==> src/core/sg_cfg.svh <==
// Purpose: constants for the sensor gate and field sequencer block
// Assumes: included by bare name wherever a constant is needed
// Notes:   serial frame is 8 address bits then 24 data bits, lsb first
`ifndef SG_CFG_SVH
`define SG_CFG_SVH

// ********************************************************************
// register addresses
// ********************************************************************
`define ADDR_PAT_TOG_BASE 8'h00
`define ADDR_PAT_TOG_END 8'h04
`define ADDR_PAT_LVL_BASE 8'h04
`define ADDR_PAT_LVL_END 8'h08
`define ADDR_SEQ_MODE 8'h10
`define ADDR_FIELD_BASE 8'h20
`define ADDR_FIELD_END 8'h38
`define FIELD_OFS_SEL 2'h0
`define FIELD_OFS_MASK 2'h1
`define FIELD_OFS_LINE_A 2'h2
`define FIELD_OFS_LINE_B 2'h3

// ********************************************************************
// field layouts and reset values
// ********************************************************************
`define PIN_COUNT 5
`define GATE_COUNT 5
`define PATTERN_COUNT 4
`define FIELD_COUNT 6
`define POS_WIDTH 12
`define SEQ_WIDTH 24
`define SEL_WIDTH 10
`define SLOT_WIDTH 3
`define SEQ_COUNT_LSB 21
`define FIELD_MAX 3'h5
`define MODE_RESET 24'h200000
`define FRAME_BITS 6'h20
`define FRAME_WIDTH 32

`endif

==> src/core/sg_pkg.sv <==
// Purpose: shared types of the sensor gate and field sequencer block
// Assumes: constants come from sg_cfg.svh
// Notes:   every module keeps its whole state in one struct from here
`include "sg_cfg.svh"

package sg_pkg;

  // ********************************************************************
  // pins and register writes
  // ********************************************************************
  typedef struct packed {
    logic horizontalSyncN;
    logic verticalSyncN;
    logic serClk;
    logic serData;
    logic serLoadN;
  } pins_t;

  typedef struct packed {
    logic [7:0] addr;
    logic [`SEQ_WIDTH-1:0] data;
  } regWrite_t;

  // ********************************************************************
  // module states
  // ********************************************************************
  typedef struct packed {
    pins_t s1;
    pins_t s2;
    pins_t s3;
    pins_t filt;
  } syncState_t;

  typedef struct packed {
    logic prevClk;
    logic prevLoadN;
    logic [`FRAME_WIDTH-1:0] shift;
    logic [5:0] count;
    regWrite_t wr;
    logic wrValid;
  } loaderState_t;

  typedef struct packed {
    logic [`PATTERN_COUNT-1:0][`POS_WIDTH-1:0] firstToggle;
    logic [`PATTERN_COUNT-1:0][`POS_WIDTH-1:0] secondToggle;
    logic [`PATTERN_COUNT-1:0] startLevel;
    logic [`FIELD_COUNT-1:0][`SEL_WIDTH-1:0] patternSelect;
    logic [`FIELD_COUNT-1:0][`GATE_COUNT-1:0] outputMask;
    logic [`FIELD_COUNT-1:0][`POS_WIDTH-1:0] activeLineA;
    logic [`FIELD_COUNT-1:0][`POS_WIDTH-1:0] activeLineB;
    logic [`SEQ_WIDTH-1:0] activeSeq;
    logic [`SEQ_WIDTH-1:0] pendingSeq;
    logic pendingFlag;
    logic [`SLOT_WIDTH-1:0] slot;
    logic [`SLOT_WIDTH-1:0] curField;
    logic [`POS_WIDTH-1:0] pixel;
    logic [`POS_WIDTH-1:0] line;
    logic hsPrev;
    logic vsPrev;
    logic [`GATE_COUNT-1:0] gate;
  } seqState_t;

endpackage : sg_pkg

==> src/core/pin_sync.sv <==
// Purpose: three-stage synchroniser with agreement filter for all pins
// Assumes: pins are asynchronous to clock
// Notes:   a change counts once the second and third stages agree
`timescale 1ns/1ps
`default_nettype none

module pin_sync
(
  input wire logic clock,
  input wire logic srst,
  input wire sg_pkg::pins_t rawPins,
  output var sg_pkg::pins_t stablePins
);

  sg_pkg::syncState_t st_r;
  sg_pkg::syncState_t st_nxt;

  // ********************************************************************
  // next state
  // ********************************************************************
  // shift chain, filter follows only when stages two and three agree
  always_comb
  begin
    st_nxt = st_r;
    st_nxt.s1 = rawPins;
    st_nxt.s2 = st_r.s1;
    st_nxt.s3 = st_r.s2;
    st_nxt.filt = ((st_r.s2 ~^ st_r.s3) & st_r.s2) | ((st_r.s2 ^ st_r.s3) & st_r.filt);
  end

  // idle level of every pin is high
  always_ff @(posedge clock)
  begin
    if (srst)
      st_r <= '1;
    else
      st_r <= st_nxt;
  end

  assign stablePins = st_r.filt;

endmodule : pin_sync

`default_nettype wire

==> src/core/sensor_gate_field_sequencer.sv <==
// Purpose: sensor gate pulse outputs and field sequencing
// Assumes: serial write port, sync pins active low, pixel clock domain
// Notes:   outputs are registered; field settings follow the live field
//
// Behaviour
// five outputs, each picks one of four patterns
// pattern starts at level, inverts at two positions
// pulses only on the field's selected lines
// second line selector repeats pulses on another line
// each output individually maskable
// mask bit zero is output one, bit four output five
// two select bits per output, output one lowest
// select, mask, lines held per field, follow field
// six fields of stored timing
// top three mode bits give field count
// seven 3-bit slots hold field numbers
// run first slot, advance on each vertical sync
// after count fields, wrap to first slot
// new mode takes effect at next vertical sync
// masked or inactive output holds its start level
`timescale 1ns/1ps
`default_nettype none
`include "sg_cfg.svh"

module sensor_gate_field_sequencer
(
  input wire logic clock,
  input wire logic srst,
  input wire logic horizontalSyncN,
  input wire logic verticalSyncN,
  input wire logic serClk,
  input wire logic serData,
  input wire logic serLoadN,
  output logic [`GATE_COUNT-1:0] sensorGateOutputs,
  output logic [`SLOT_WIDTH-1:0] activeField
);

  sg_pkg::seqState_t st_r;
  sg_pkg::seqState_t st_nxt;
  sg_pkg::pins_t rawPins;
  sg_pkg::pins_t stablePins;
  sg_pkg::regWrite_t wr;
  logic wrValid;
  logic hsEdge;
  logic vsEdge;
  logic lineHit;
  logic [`SLOT_WIDTH-1:0] seqCount;
  logic [`SLOT_WIDTH-1:0] slotCode;
  logic [`SEL_WIDTH-1:0] curSel;
  logic [`GATE_COUNT-1:0] curMask;
  logic [`GATE_COUNT-1:0] startSel;
  logic [`GATE_COUNT-1:0] hit1;
  logic [`GATE_COUNT-1:0] hit2;
  logic [`GATE_COUNT-1:0] gateNxt;

  // ********************************************************************
  // pin synchronisers and serial port
  // ********************************************************************
  assign rawPins = '{horizontalSyncN, verticalSyncN, serClk, serData, serLoadN};

  pin_sync u_sync
  (
    .clock(clock),
    .srst(srst),
    .rawPins(rawPins),
    .stablePins(stablePins)
  );

  serial_reg_loader u_loader
  (
    .clock(clock),
    .srst(srst),
    .serClk(stablePins.serClk),
    .serData(stablePins.serData),
    .serLoadN(stablePins.serLoadN),
    .wr(wr),
    .wrValid(wrValid)
  );

  // ********************************************************************
  // field decode
  // ********************************************************************
  // falling edges of the filtered sync levels
  assign hsEdge = st_r.hsPrev && !stablePins.horizontalSyncN;
  assign vsEdge = st_r.vsPrev && !stablePins.verticalSyncN;
  // field count
  assign seqCount = st_r.activeSeq[`SEQ_WIDTH-1:`SEQ_COUNT_LSB];
  // slot code of current slot
  assign slotCode = st_r.activeSeq[5'(st_r.slot) * 5'd3 +: 3];
  // settings of the live field
  assign curSel = st_r.patternSelect[st_r.curField];
  assign curMask = st_r.outputMask[st_r.curField];
  // active line test
  // repeat line
  assign lineHit = (st_r.line == st_r.activeLineA[st_r.curField]) ||
                   (st_r.line == st_r.activeLineB[st_r.curField]);

  // ********************************************************************
  // per output pattern logic
  // ********************************************************************
  generate
    for (genvar i = 0; i < `GATE_COUNT; i++)
    begin : g_gate
      logic [1:0] pat;
      // pattern choice
      // two bits per output
      assign pat = curSel[2*i +: 2];
      assign startSel[i] = st_r.startLevel[pat];
      // invert at first then second position
      assign hit1[i] = st_r.pixel >= st_r.firstToggle[pat];
      assign hit2[i] = hit1[i] && (st_r.pixel >= st_r.secondToggle[pat]);
      // per output mask
      // held start level
      assign gateNxt[i] = startSel[i] ^ ((lineHit && !curMask[i]) & (hit1[i] ^ hit2[i]));
    end
  endgenerate

  // ********************************************************************
  // next state
  // ********************************************************************
  always_comb
  begin
    logic [2:0] fIdx;
    fIdx = 3'h0;
    st_nxt = st_r;
    st_nxt.hsPrev = stablePins.horizontalSyncN;
    st_nxt.vsPrev = stablePins.verticalSyncN;
    st_nxt.gate = gateNxt;
    // pixel and line counters
    if (hsEdge)
    begin
      st_nxt.pixel = '0;
      st_nxt.line = st_r.line + 12'h001;
    end
    else
      st_nxt.pixel = st_r.pixel + 12'h001;
    if (vsEdge)
      st_nxt.line = '0;
    // advance on vertical sync
    if (vsEdge)
    begin
      // pending sequence starts at slot one
      if (st_r.pendingFlag)
      begin
        st_nxt.activeSeq = st_r.pendingSeq;
        st_nxt.slot = '0;
        st_nxt.pendingFlag = 1'b0;
      end
      // wrap after the counted fields
      else if ((st_r.slot + 3'h1) >= seqCount)
        st_nxt.slot = '0;
      else
        st_nxt.slot = st_r.slot + 3'h1;
    end
    // invalid codes keep the previous field
    if (slotCode <= `FIELD_MAX)
      st_nxt.curField = slotCode;
    // register writes; a write beats a same-cycle take of the pending flag
    if (wrValid)
    begin
      if (wr.addr >= `ADDR_PAT_TOG_BASE && wr.addr < `ADDR_PAT_TOG_END)
      begin
        st_nxt.firstToggle[wr.addr[1:0]] = wr.data[11:0];
        st_nxt.secondToggle[wr.addr[1:0]] = wr.data[23:12];
      end
      else if (wr.addr >= `ADDR_PAT_LVL_BASE && wr.addr < `ADDR_PAT_LVL_END)
        st_nxt.startLevel[wr.addr[1:0]] = wr.data[0];
      else if (wr.addr == `ADDR_SEQ_MODE)
      begin
        // held until the next vertical sync
        st_nxt.pendingSeq = wr.data;
        st_nxt.pendingFlag = 1'b1;
      end
      else if (wr.addr >= `ADDR_FIELD_BASE && wr.addr < `ADDR_FIELD_END)
      begin
        // one register set per field
        fIdx = 3'((wr.addr - `ADDR_FIELD_BASE) >> 2);
        if (wr.addr[1:0] == `FIELD_OFS_SEL)
          st_nxt.patternSelect[fIdx] = wr.data[`SEL_WIDTH-1:0];
        else if (wr.addr[1:0] == `FIELD_OFS_MASK)
          // bit per output
          st_nxt.outputMask[fIdx] = wr.data[`GATE_COUNT-1:0];
        else if (wr.addr[1:0] == `FIELD_OFS_LINE_A)
          st_nxt.activeLineA[fIdx] = wr.data[11:0];
        else
          st_nxt.activeLineB[fIdx] = wr.data[11:0];
      end
    end
  end

  // ********************************************************************
  // state register
  // ********************************************************************
  always_ff @(posedge clock)
  begin
    if (srst)
    begin
      st_r <= '0;
      st_r.activeSeq <= `MODE_RESET;
      st_r.hsPrev <= 1'b1;
      st_r.vsPrev <= 1'b1;
    end
    else
      st_r <= st_nxt;
  end

  assign sensorGateOutputs = st_r.gate;
  assign activeField = st_r.curField;
endmodule : sensor_gate_field_sequencer

`default_nettype wire

==> src/core/serial_reg_loader.sv <==
// Purpose: collects one 32-bit serial frame into a register write
// Assumes: inputs already synchronised and filtered
// Notes:   frames of any length other than 32 bits are dropped
`timescale 1ns/1ps
`default_nettype none
`include "sg_cfg.svh"

module serial_reg_loader
(
  input wire logic clock,
  input wire logic srst,
  input wire logic serClk,
  input wire logic serData,
  input wire logic serLoadN,
  output var sg_pkg::regWrite_t wr,
  output logic wrValid
);

  sg_pkg::loaderState_t st_r;
  sg_pkg::loaderState_t st_nxt;

  // ********************************************************************
  // frame capture
  // ********************************************************************
  // shift on rising serial clock while load is low, commit on load release
  always_comb
  begin
    st_nxt = st_r;
    st_nxt.prevClk = serClk;
    st_nxt.prevLoadN = serLoadN;
    st_nxt.wrValid = 1'b0;
    if (serLoadN && !st_r.prevLoadN)
    begin
      if (st_r.count == `FRAME_BITS)
      begin
        st_nxt.wr.addr = st_r.shift[7:0];
        st_nxt.wr.data = st_r.shift[`FRAME_WIDTH-1:8];
        st_nxt.wrValid = 1'b1;
      end
      st_nxt.count = 6'h00;
    end
    else if (!serLoadN && serClk && !st_r.prevClk)
    begin
      st_nxt.shift = {serData, st_r.shift[`FRAME_WIDTH-1:1]};
      if (st_r.count != 6'h3f)
        st_nxt.count = st_r.count + 6'h01;
    end
  end

  always_ff @(posedge clock)
  begin
    if (srst)
    begin
      st_r <= '0;
      st_r.prevClk <= 1'b1;
      st_r.prevLoadN <= 1'b1;
    end
    else
      st_r <= st_nxt;
  end

  assign wr = st_r.wr;
  assign wrValid = st_r.wrValid;

endmodule : serial_reg_loader

`default_nettype wire

==> config.mk <==
export PLATFORM = sky130hd
export DESIGN_NAME = sensor_gate_field_sequencer
export DESIGN_NICKNAME = d
export VERILOG_FILES = /design/src/core/sg_pkg.sv /design/src/core/pin_sync.sv /design/src/core/sensor_gate_field_sequencer.sv /design/src/core/serial_reg_loader.sv
export VERILOG_INCLUDE_DIRS = /design/src /design/src/core
export SDC_FILE = /design/constraint.sdc
export NUM_CORES = 1
export LEC_CHECK = 0
export BUFFER_PORTS_ARGS = -buffer_cell sky130_fd_sc_hd__clkbuf_2
export CORE_ASPECT_RATIO = 0.5
export CORE_UTILIZATION = 35
export DETAILED_ROUTE_END_ITERATION = 12
export PLACE_DENSITY = 0.49
export REMOVE_ABC_BUFFERS = 1
export SYNTH_ARGS = -nofsm -noshare
export SYNTH_HDL_FRONTEND = slang
export SYNTH_SLANG_ARGS = --single-unit
==> constraint.sdc <==
create_clock -name clock -period 4.8 [get_ports clock]
set_input_delay 0 -clock clock [delete_from_list [all_inputs] [get_ports clock]]
set_output_delay 0 -clock clock [all_outputs]
set_load 0.005 [all_outputs]
==> impl_metrics.ini, run 1 <==
[grt]
grt_remaining_overflow = 0
grt_max_degree = 175
grtUsageTotal_pct = 21.6
first_global_vias = 22480
antenna_found_initial = 0
grt_pass1_wl_mm = 138

[floorplanning]
core_mm2 = 0.0780
boundaryPins = 15
initial_core_util_pct = 35.7
fp.dieH_um = 201
rows = 72
die_x_um = 401
dieArea_mm2 = 0.0807

[routing]
drc = 0
detail-route-antenna-nets = 0
first_iter_violations = 1807
routed_wl_mm = 88.5
first_pass_iters = 5
drt-vias-per-instance = 5.42
wl_per_cell_um = 20.1
num_vias = 23870

[synth]
synth_xor_area_share_pct = 1.73
synth_edf_count = 0
synth-adder-area-share_pct = 5.98
ys_warn_count = 0
synth_cell_type_count = 62
syn_inst = 3480
ys_seq_elements = 513
synthArstFlopShare_pct = 0
synth_top_area_share_pct = 36.9
synth.area.top_cells = dfxtp_1, nand2_1, a21oi_1
synth_flop_cell = dfxtp_1
seq_area_frac_synth_pct = 36.9
muxShareOfSynthArea_pct = 14.8
synth_top_area_cell = dfxtp_1
synth_compound_area_share_pct = 15.0
synth-simple-area-share_pct = 20.8
synth.cell_area_mm2 = 0.0278
avgSynthCellArea_um2 = 8.00
synth_top_family_by_area = simple AND/OR/NAND/NOR gates

[setup_path]
crit_path_max_fanout = 14
critical-path-max-stage-delay_ns = 0.94
crit_arrival_ns = 5.16
cp.required_ns = 5.31
rrSetupSlack_ns = 0.15
end_kind = register
cp-start-kind = register
path_cells = nor2b_1 > buf_4 > a22oi_2 > buf_4 > mux2_2 > o21ai_0 > ha_1 > a22o_1 > nor4_1 > o21ai_0 > o211ai_1 > nor2_1 > a32oi_1 > mux2_4
slowest_stage = nor2b_1
crit_type = reg2reg

[placement]
portBuffers = 14
place.detailed.hpwl_mm = 57.1
dpl.cell_count = 4306
dp_slack_ns = 0.274
placedInstanceArea_mm2 = 0.0287
gp_congestion = 0.922

[final_layout]
final_cells = 4403
finalNetCount = 3468
drive_gt1_share_pct = 11.6
diodes = 0
finalInstanceArea_mm2 = 0.0305
area_delta_synth_final_pct = 9.67
multi_input_area_mm2 = 0.0163
nFillCells = 8028
regArea_mm2 = 0.0103
layout_commonest_cell = nand2_1
final_cell_mix = nand2_1, dfxtp_1, a21oi_1

[clock_tree]
cts_buffers = 50
ctsRootBufferMaster = clkbuf_16
post_cts_resize_count = 0
path_clk_slew_ns = 0.07
htreeDepth = 2
cts_max_path_buffers = 3
cts.sinks = 513
clock_latency_ns = 0.63
cts_tree = built

[flow_run]
drv_cap = 0

[pwr]
irDropWorstVdd_mv = 0.228
total_leakage_power_nw = 11.6
p_per_area_mw_per_mm2 = 288
totalPowerFinal_mw = 8.80

[sta]
finalCriticalPeriod_ns = 4.65
layout_setup_ws_ns = 0.146
max_freq_mhz = 215
period_share_pct = 97.0
slew_headroom_pct = 19.8
fin_tns_setup_ns = 0
rsz0062_at_grt = no
hold_viol = 0
slew_violations = 0
worst_pin_slew_ns = 1.20
setup_viol_count_final = 0
finalClockSkew_ns = 0.0356

[worst_hold_path]
hp-class = in2reg

[outcome]
status = complete, no violations
flip-flops by register name (all words and copies together) (netlist names):
name,flops
u_sync.stablePins,5
activeField,3
u_loader.wrValid,1
u_sync.st_r,5
u_loader.wr,32
sensorGateOutputs,5
seqCount,3
st_r,409
u_loader.st_r,40
u_sync.st_nxt,10
path summary, 6_finish.rpt:
path | endpoint | cells after the start | start
worst max-delay path | sensorGateOutputs[3] | 14 | activeField[1]
worst min-delay path | u_sync.st_nxt[14] | 3 | horizontalSyncN
worst max register to register | sensorGateOutputs[3] | 14 | activeField[1]
worst min register to register | u_sync.st_nxt[9] | 1 | u_sync.st_nxt[14]
through the flow:
stage	utilization (%)	hold WS (ns)
4_1_cts	39.1	0.0638
2_1_floorplan	-	0.0691
3_3_place_gp	36.8	0.184
6_report	39.1	0.105
5_1_grt	39.1	0.0983
3_5_place_dp	36.8	0.189
final cells by class:
cell class / count / area share (%)
tap: 1036 / 4.25
clock inverter: 30 / 1.31
timing repair buffer: 97 / 2.80
sequential: 513 / 33.7
clock buffer: 61 / 4.40
inverter: 10 / 0.123
multi-input combinational: 2656 / 53.4
worst max-delay path, delay by kind of cell, from the launching register on:
kind                       cells  cell delay (ns)
AOI/OAI and AO/OA              6             1.47
and+or+nand+nor                3             1.20
muxes                          2             0.58
buffers and inverters          2             0.53
DFF                            1             0.42
adders and majority gates      1             0.35
metal layers:
metal / vias up / global-route usage [%] / part of all wire [%]
li1: 11765 / - / -
met1: 11544 / 31.5 / 50
met2: 472 / 34.0 / 44
met3: 89 / 2.34 / 4.0
met4: 0 / 4.78 / 1.7
met5: - / 0 / 0
logic make-up (layout without fill, tap and decap cells):
family | Yosys count | in the layout
AOI/OAI and AO/OA | 766 | 766
xor gates and xnor gates | 55 | 55
adders and majority gates | 133 | 133
buffers and inverters | 311 | 198
DFF | 513 | 513
muxes | 359 | 359
and+or+nand+nor | 1343 | 1343
Yosys cell counts, types with 36 or more instances:
master	n
dfxtp_1	513
buf_2	44
xnor2_1	36
o21ai_0	154
nor2_1	100
mux2i_1	197
nand2_1	825
a21oi_1	488
ha_1	133
mux2_2	126
nand3_1	255
clkbuf_1	231
repair_timing:
item,CTS,global route
setup buffers,0,0
setup endpoints to repair,0,0
hold endpoints to repair,81,0
hold buffers,6,0
where the power goes:
part	total, mW	internal (mW)	leakage (nW)	switching (mW)
sequential	4.29	4.27	4.14	0.0228
clock	4.26	2.44	0.865	1.83
combinational	0.243	0.0861	6.61	0.157
total	8.80	6.80	11.6	2.01
Power figures use the tool's default switching activity.
==> inputs of run 2 (changes only) <==
--- a/config.mk
+++ b/config.mk
@@ -7,7 +7,7 @@
 export NUM_CORES = 1
 export LEC_CHECK = 0
 export BUFFER_PORTS_ARGS = -buffer_cell sky130_fd_sc_hd__clkbuf_2
-export CORE_ASPECT_RATIO = 0.5
+export CORE_ASPECT_RATIO = 1.25
 export CORE_UTILIZATION = 35
 export DETAILED_ROUTE_END_ITERATION = 12
 export PLACE_DENSITY = 0.49
==> impl_metrics.ini, run 2 (same netlist as run 1, synthesis figures left out) <==
[placement]
gp_congestion = 0.882
portBuffers = 14
dp_slack_ns = 0.494
place.detailed.hpwl_mm = 57.0

[final_layout]
fin_util_pct = 38.9
largest_reg_flops = 409
drive_gt1_share_pct = 11.5
area_delta_synth_final_pct = 9.90
multi_input_area_mm2 = 0.0163
top_register = st_r
nFillCells = 8152
finalNetCount = 3470
diodes = 0
final_cell_mix = nand2_1, dfxtp_1, a21oi_1
regArea_mm2 = 0.0103
layout_commonest_cell = nand2_1

[floorplanning]
fp.dieH_um = 317
boundaryPins = 15
core_mm2 = 0.0787
rows = 115
initial_core_util_pct = 35.4
dieArea_mm2 = 0.0807
die_x_um = 254

[grt]
grt_max_degree = 119
met2_usage_pct = 38.5
grt_remaining_overflow = 0
grt_pass1_wl_mm = 136
antenna_found_initial = 0
globalRouteMet1Util_pct = 27.0
grt.busiest_layer = met2
grt_use_met3_pct = 2.14
first_global_vias = 22454
grtUsageTotal_pct = 21.4

[setup_path]
r2r_end = sensorGateOutputs[0]
reg2reg_depth = 14
rr_startpoint = activeField[0]
rrSetupSlack_ns = 0.43
cp-start-kind = register
cp.required_ns = 5.31
crit_type = reg2reg
end_kind = register
crit_path_max_fanout = 28
crit_arrival_ns = 4.88

[routing]
drt-vias-per-instance = 5.32
routed_wl_mm = 86.6
num_vias = 23532
first_pass_iters = 5
detail-route-antenna-nets = 0
wl_per_cell_um = 19.6
drc = 0
first_iter_violations = 1644

[pwr]
totalPowerFinal_mw = 8.98
irDropWorstVdd_mv = 0.240
p_per_area_mw_per_mm2 = 294
total_leakage_power_nw = 11.6

[clock_tree]
cts_max_path_buffers = 3
htreeDepth = 2
cts.sinks = 513
cts_buffers = 55
cts_tree = built
path_clk_slew_ns = 0.06
ctsRootBufferMaster = clkbuf_16
clock_latency_ns = 0.63

[sta]
finalCriticalPeriod_ns = 4.37
period_share_pct = 90.9
layout_setup_ws_ns = 0.435
finalClockSkew_ns = 0.0313
slew_headroom_pct = 21.2
slew_violations = 0
fin_hold_ws_ns = 0.109
setup_viol_count_final = 0
hold_viol = 0
worst_pin_slew_ns = 1.18
rsz0062_at_grt = no
max_freq_mhz = 229

[worst_hold_path]
holdCritStartpoint = serData
hold_end = u_sync.st_nxt[11]
hold_depth = 3
hp-class = in2reg

[flow_run]
drv_cap = 0

[outcome]
status = complete, no violations
[run 2: cell count changes in the layout (fill, tap and decap cells not counted), sizes merged]
cell	delta
inv	-1
clkinvlp	+1
buf	-3
clkbuf	+17
bufinv	-3
clkinv	-9
[run 2: metal layers]
| metal | vias to the layer above | part of all wire [%] |
|---|---|---|
| met1 | 11254 | 44 |
| li1 | 11765 | - |
| met2 | 390 | 50 |
| met4 | 0 | 2.4 |
| met5 | - | 0 |
| met3 | 123 | 3.1 |
[run 2: worst max path at each step]
stage | from | endpoint | slack (ns) | depth (start not counted)
final | activeField[0] | sensorGateOutputs[0] | 0.43 | 14
after global routing | activeField[0] | sensorGateOutputs[0] | 0.15 | 14
after CTS | activeField[0] | sensorGateOutputs[0] | 0.47 | 14
after detailed placement | activeField[0] | sensorGateOutputs[0] | 0.49 | 14
after global placement | activeField[0] | sensorGateOutputs[0] | 0.49 | 14
after floorplan | activeField[1] | sensorGateOutputs[0] | -2.86 | 12
[run 2: power by group]
group | leakage (nW) | total (mW) | internal, mW | switching (mW)
Combinational | 6.57 | 0.244 | 0.0874 | 0.156
Sequential | 4.14 | 4.29 | 4.27 | 0.0191
Clock | 0.922 | 4.44 | 2.61 | 1.83
Total | 11.6 | 8.98 | 6.97 | 2.01
[run 2: timing repair]
| item | 4_1_cts | 5_1_grt |
|---|---|---|
| buffers inserted | 0 | 0 |
| endpoints found under the hold margin | 84 | 0 |
| gates resized for setup | 0 | 1 |
| endpoints found under the setup margin | 0 | 1 |
| hold buffers | 6 | 0 |
[run 2: through the flow]
step | cell area [um2] | std cells | setup TNS, ns
after floorplan | 26500 | 3179 | -143.67
after global placement | 28700 | 4320 | 0
after detailed placement | 28700 | 4320 | 0
after CTS | 30600 | 4422 | 0
after global routing | 30600 | 4422 | 0
final | 30600 | 4422 | 0
[run 2: worst max-delay path, stage by stage, from the launching register on]
cell and delay, ns:
dfxtp_4 0.47, mux4_2 0.55, a22oi_2 0.31, buf_4 0.18
buf_4 0.40, mux2_2 0.39, o21ai_0 0.15, ha_1 0.25
o21ai_0 0.15, a21oi_1 0.06, o31ai_1 0.35, a31oi_1 0.22
nor4b_1 0.29, a32oi_1 0.13, mux2_4 0.34
[run 2: final cells by class]
type / instances / area share (%)
sequential: 513 / 33.6
tap: 1053 / 4.31
timing repair buffer: 94 / 2.56
clock inverter: 18 / 0.794
multi-input combinational: 2656 / 53.3
inverter: 10 / 0.123
clock buffer: 78 / 5.31
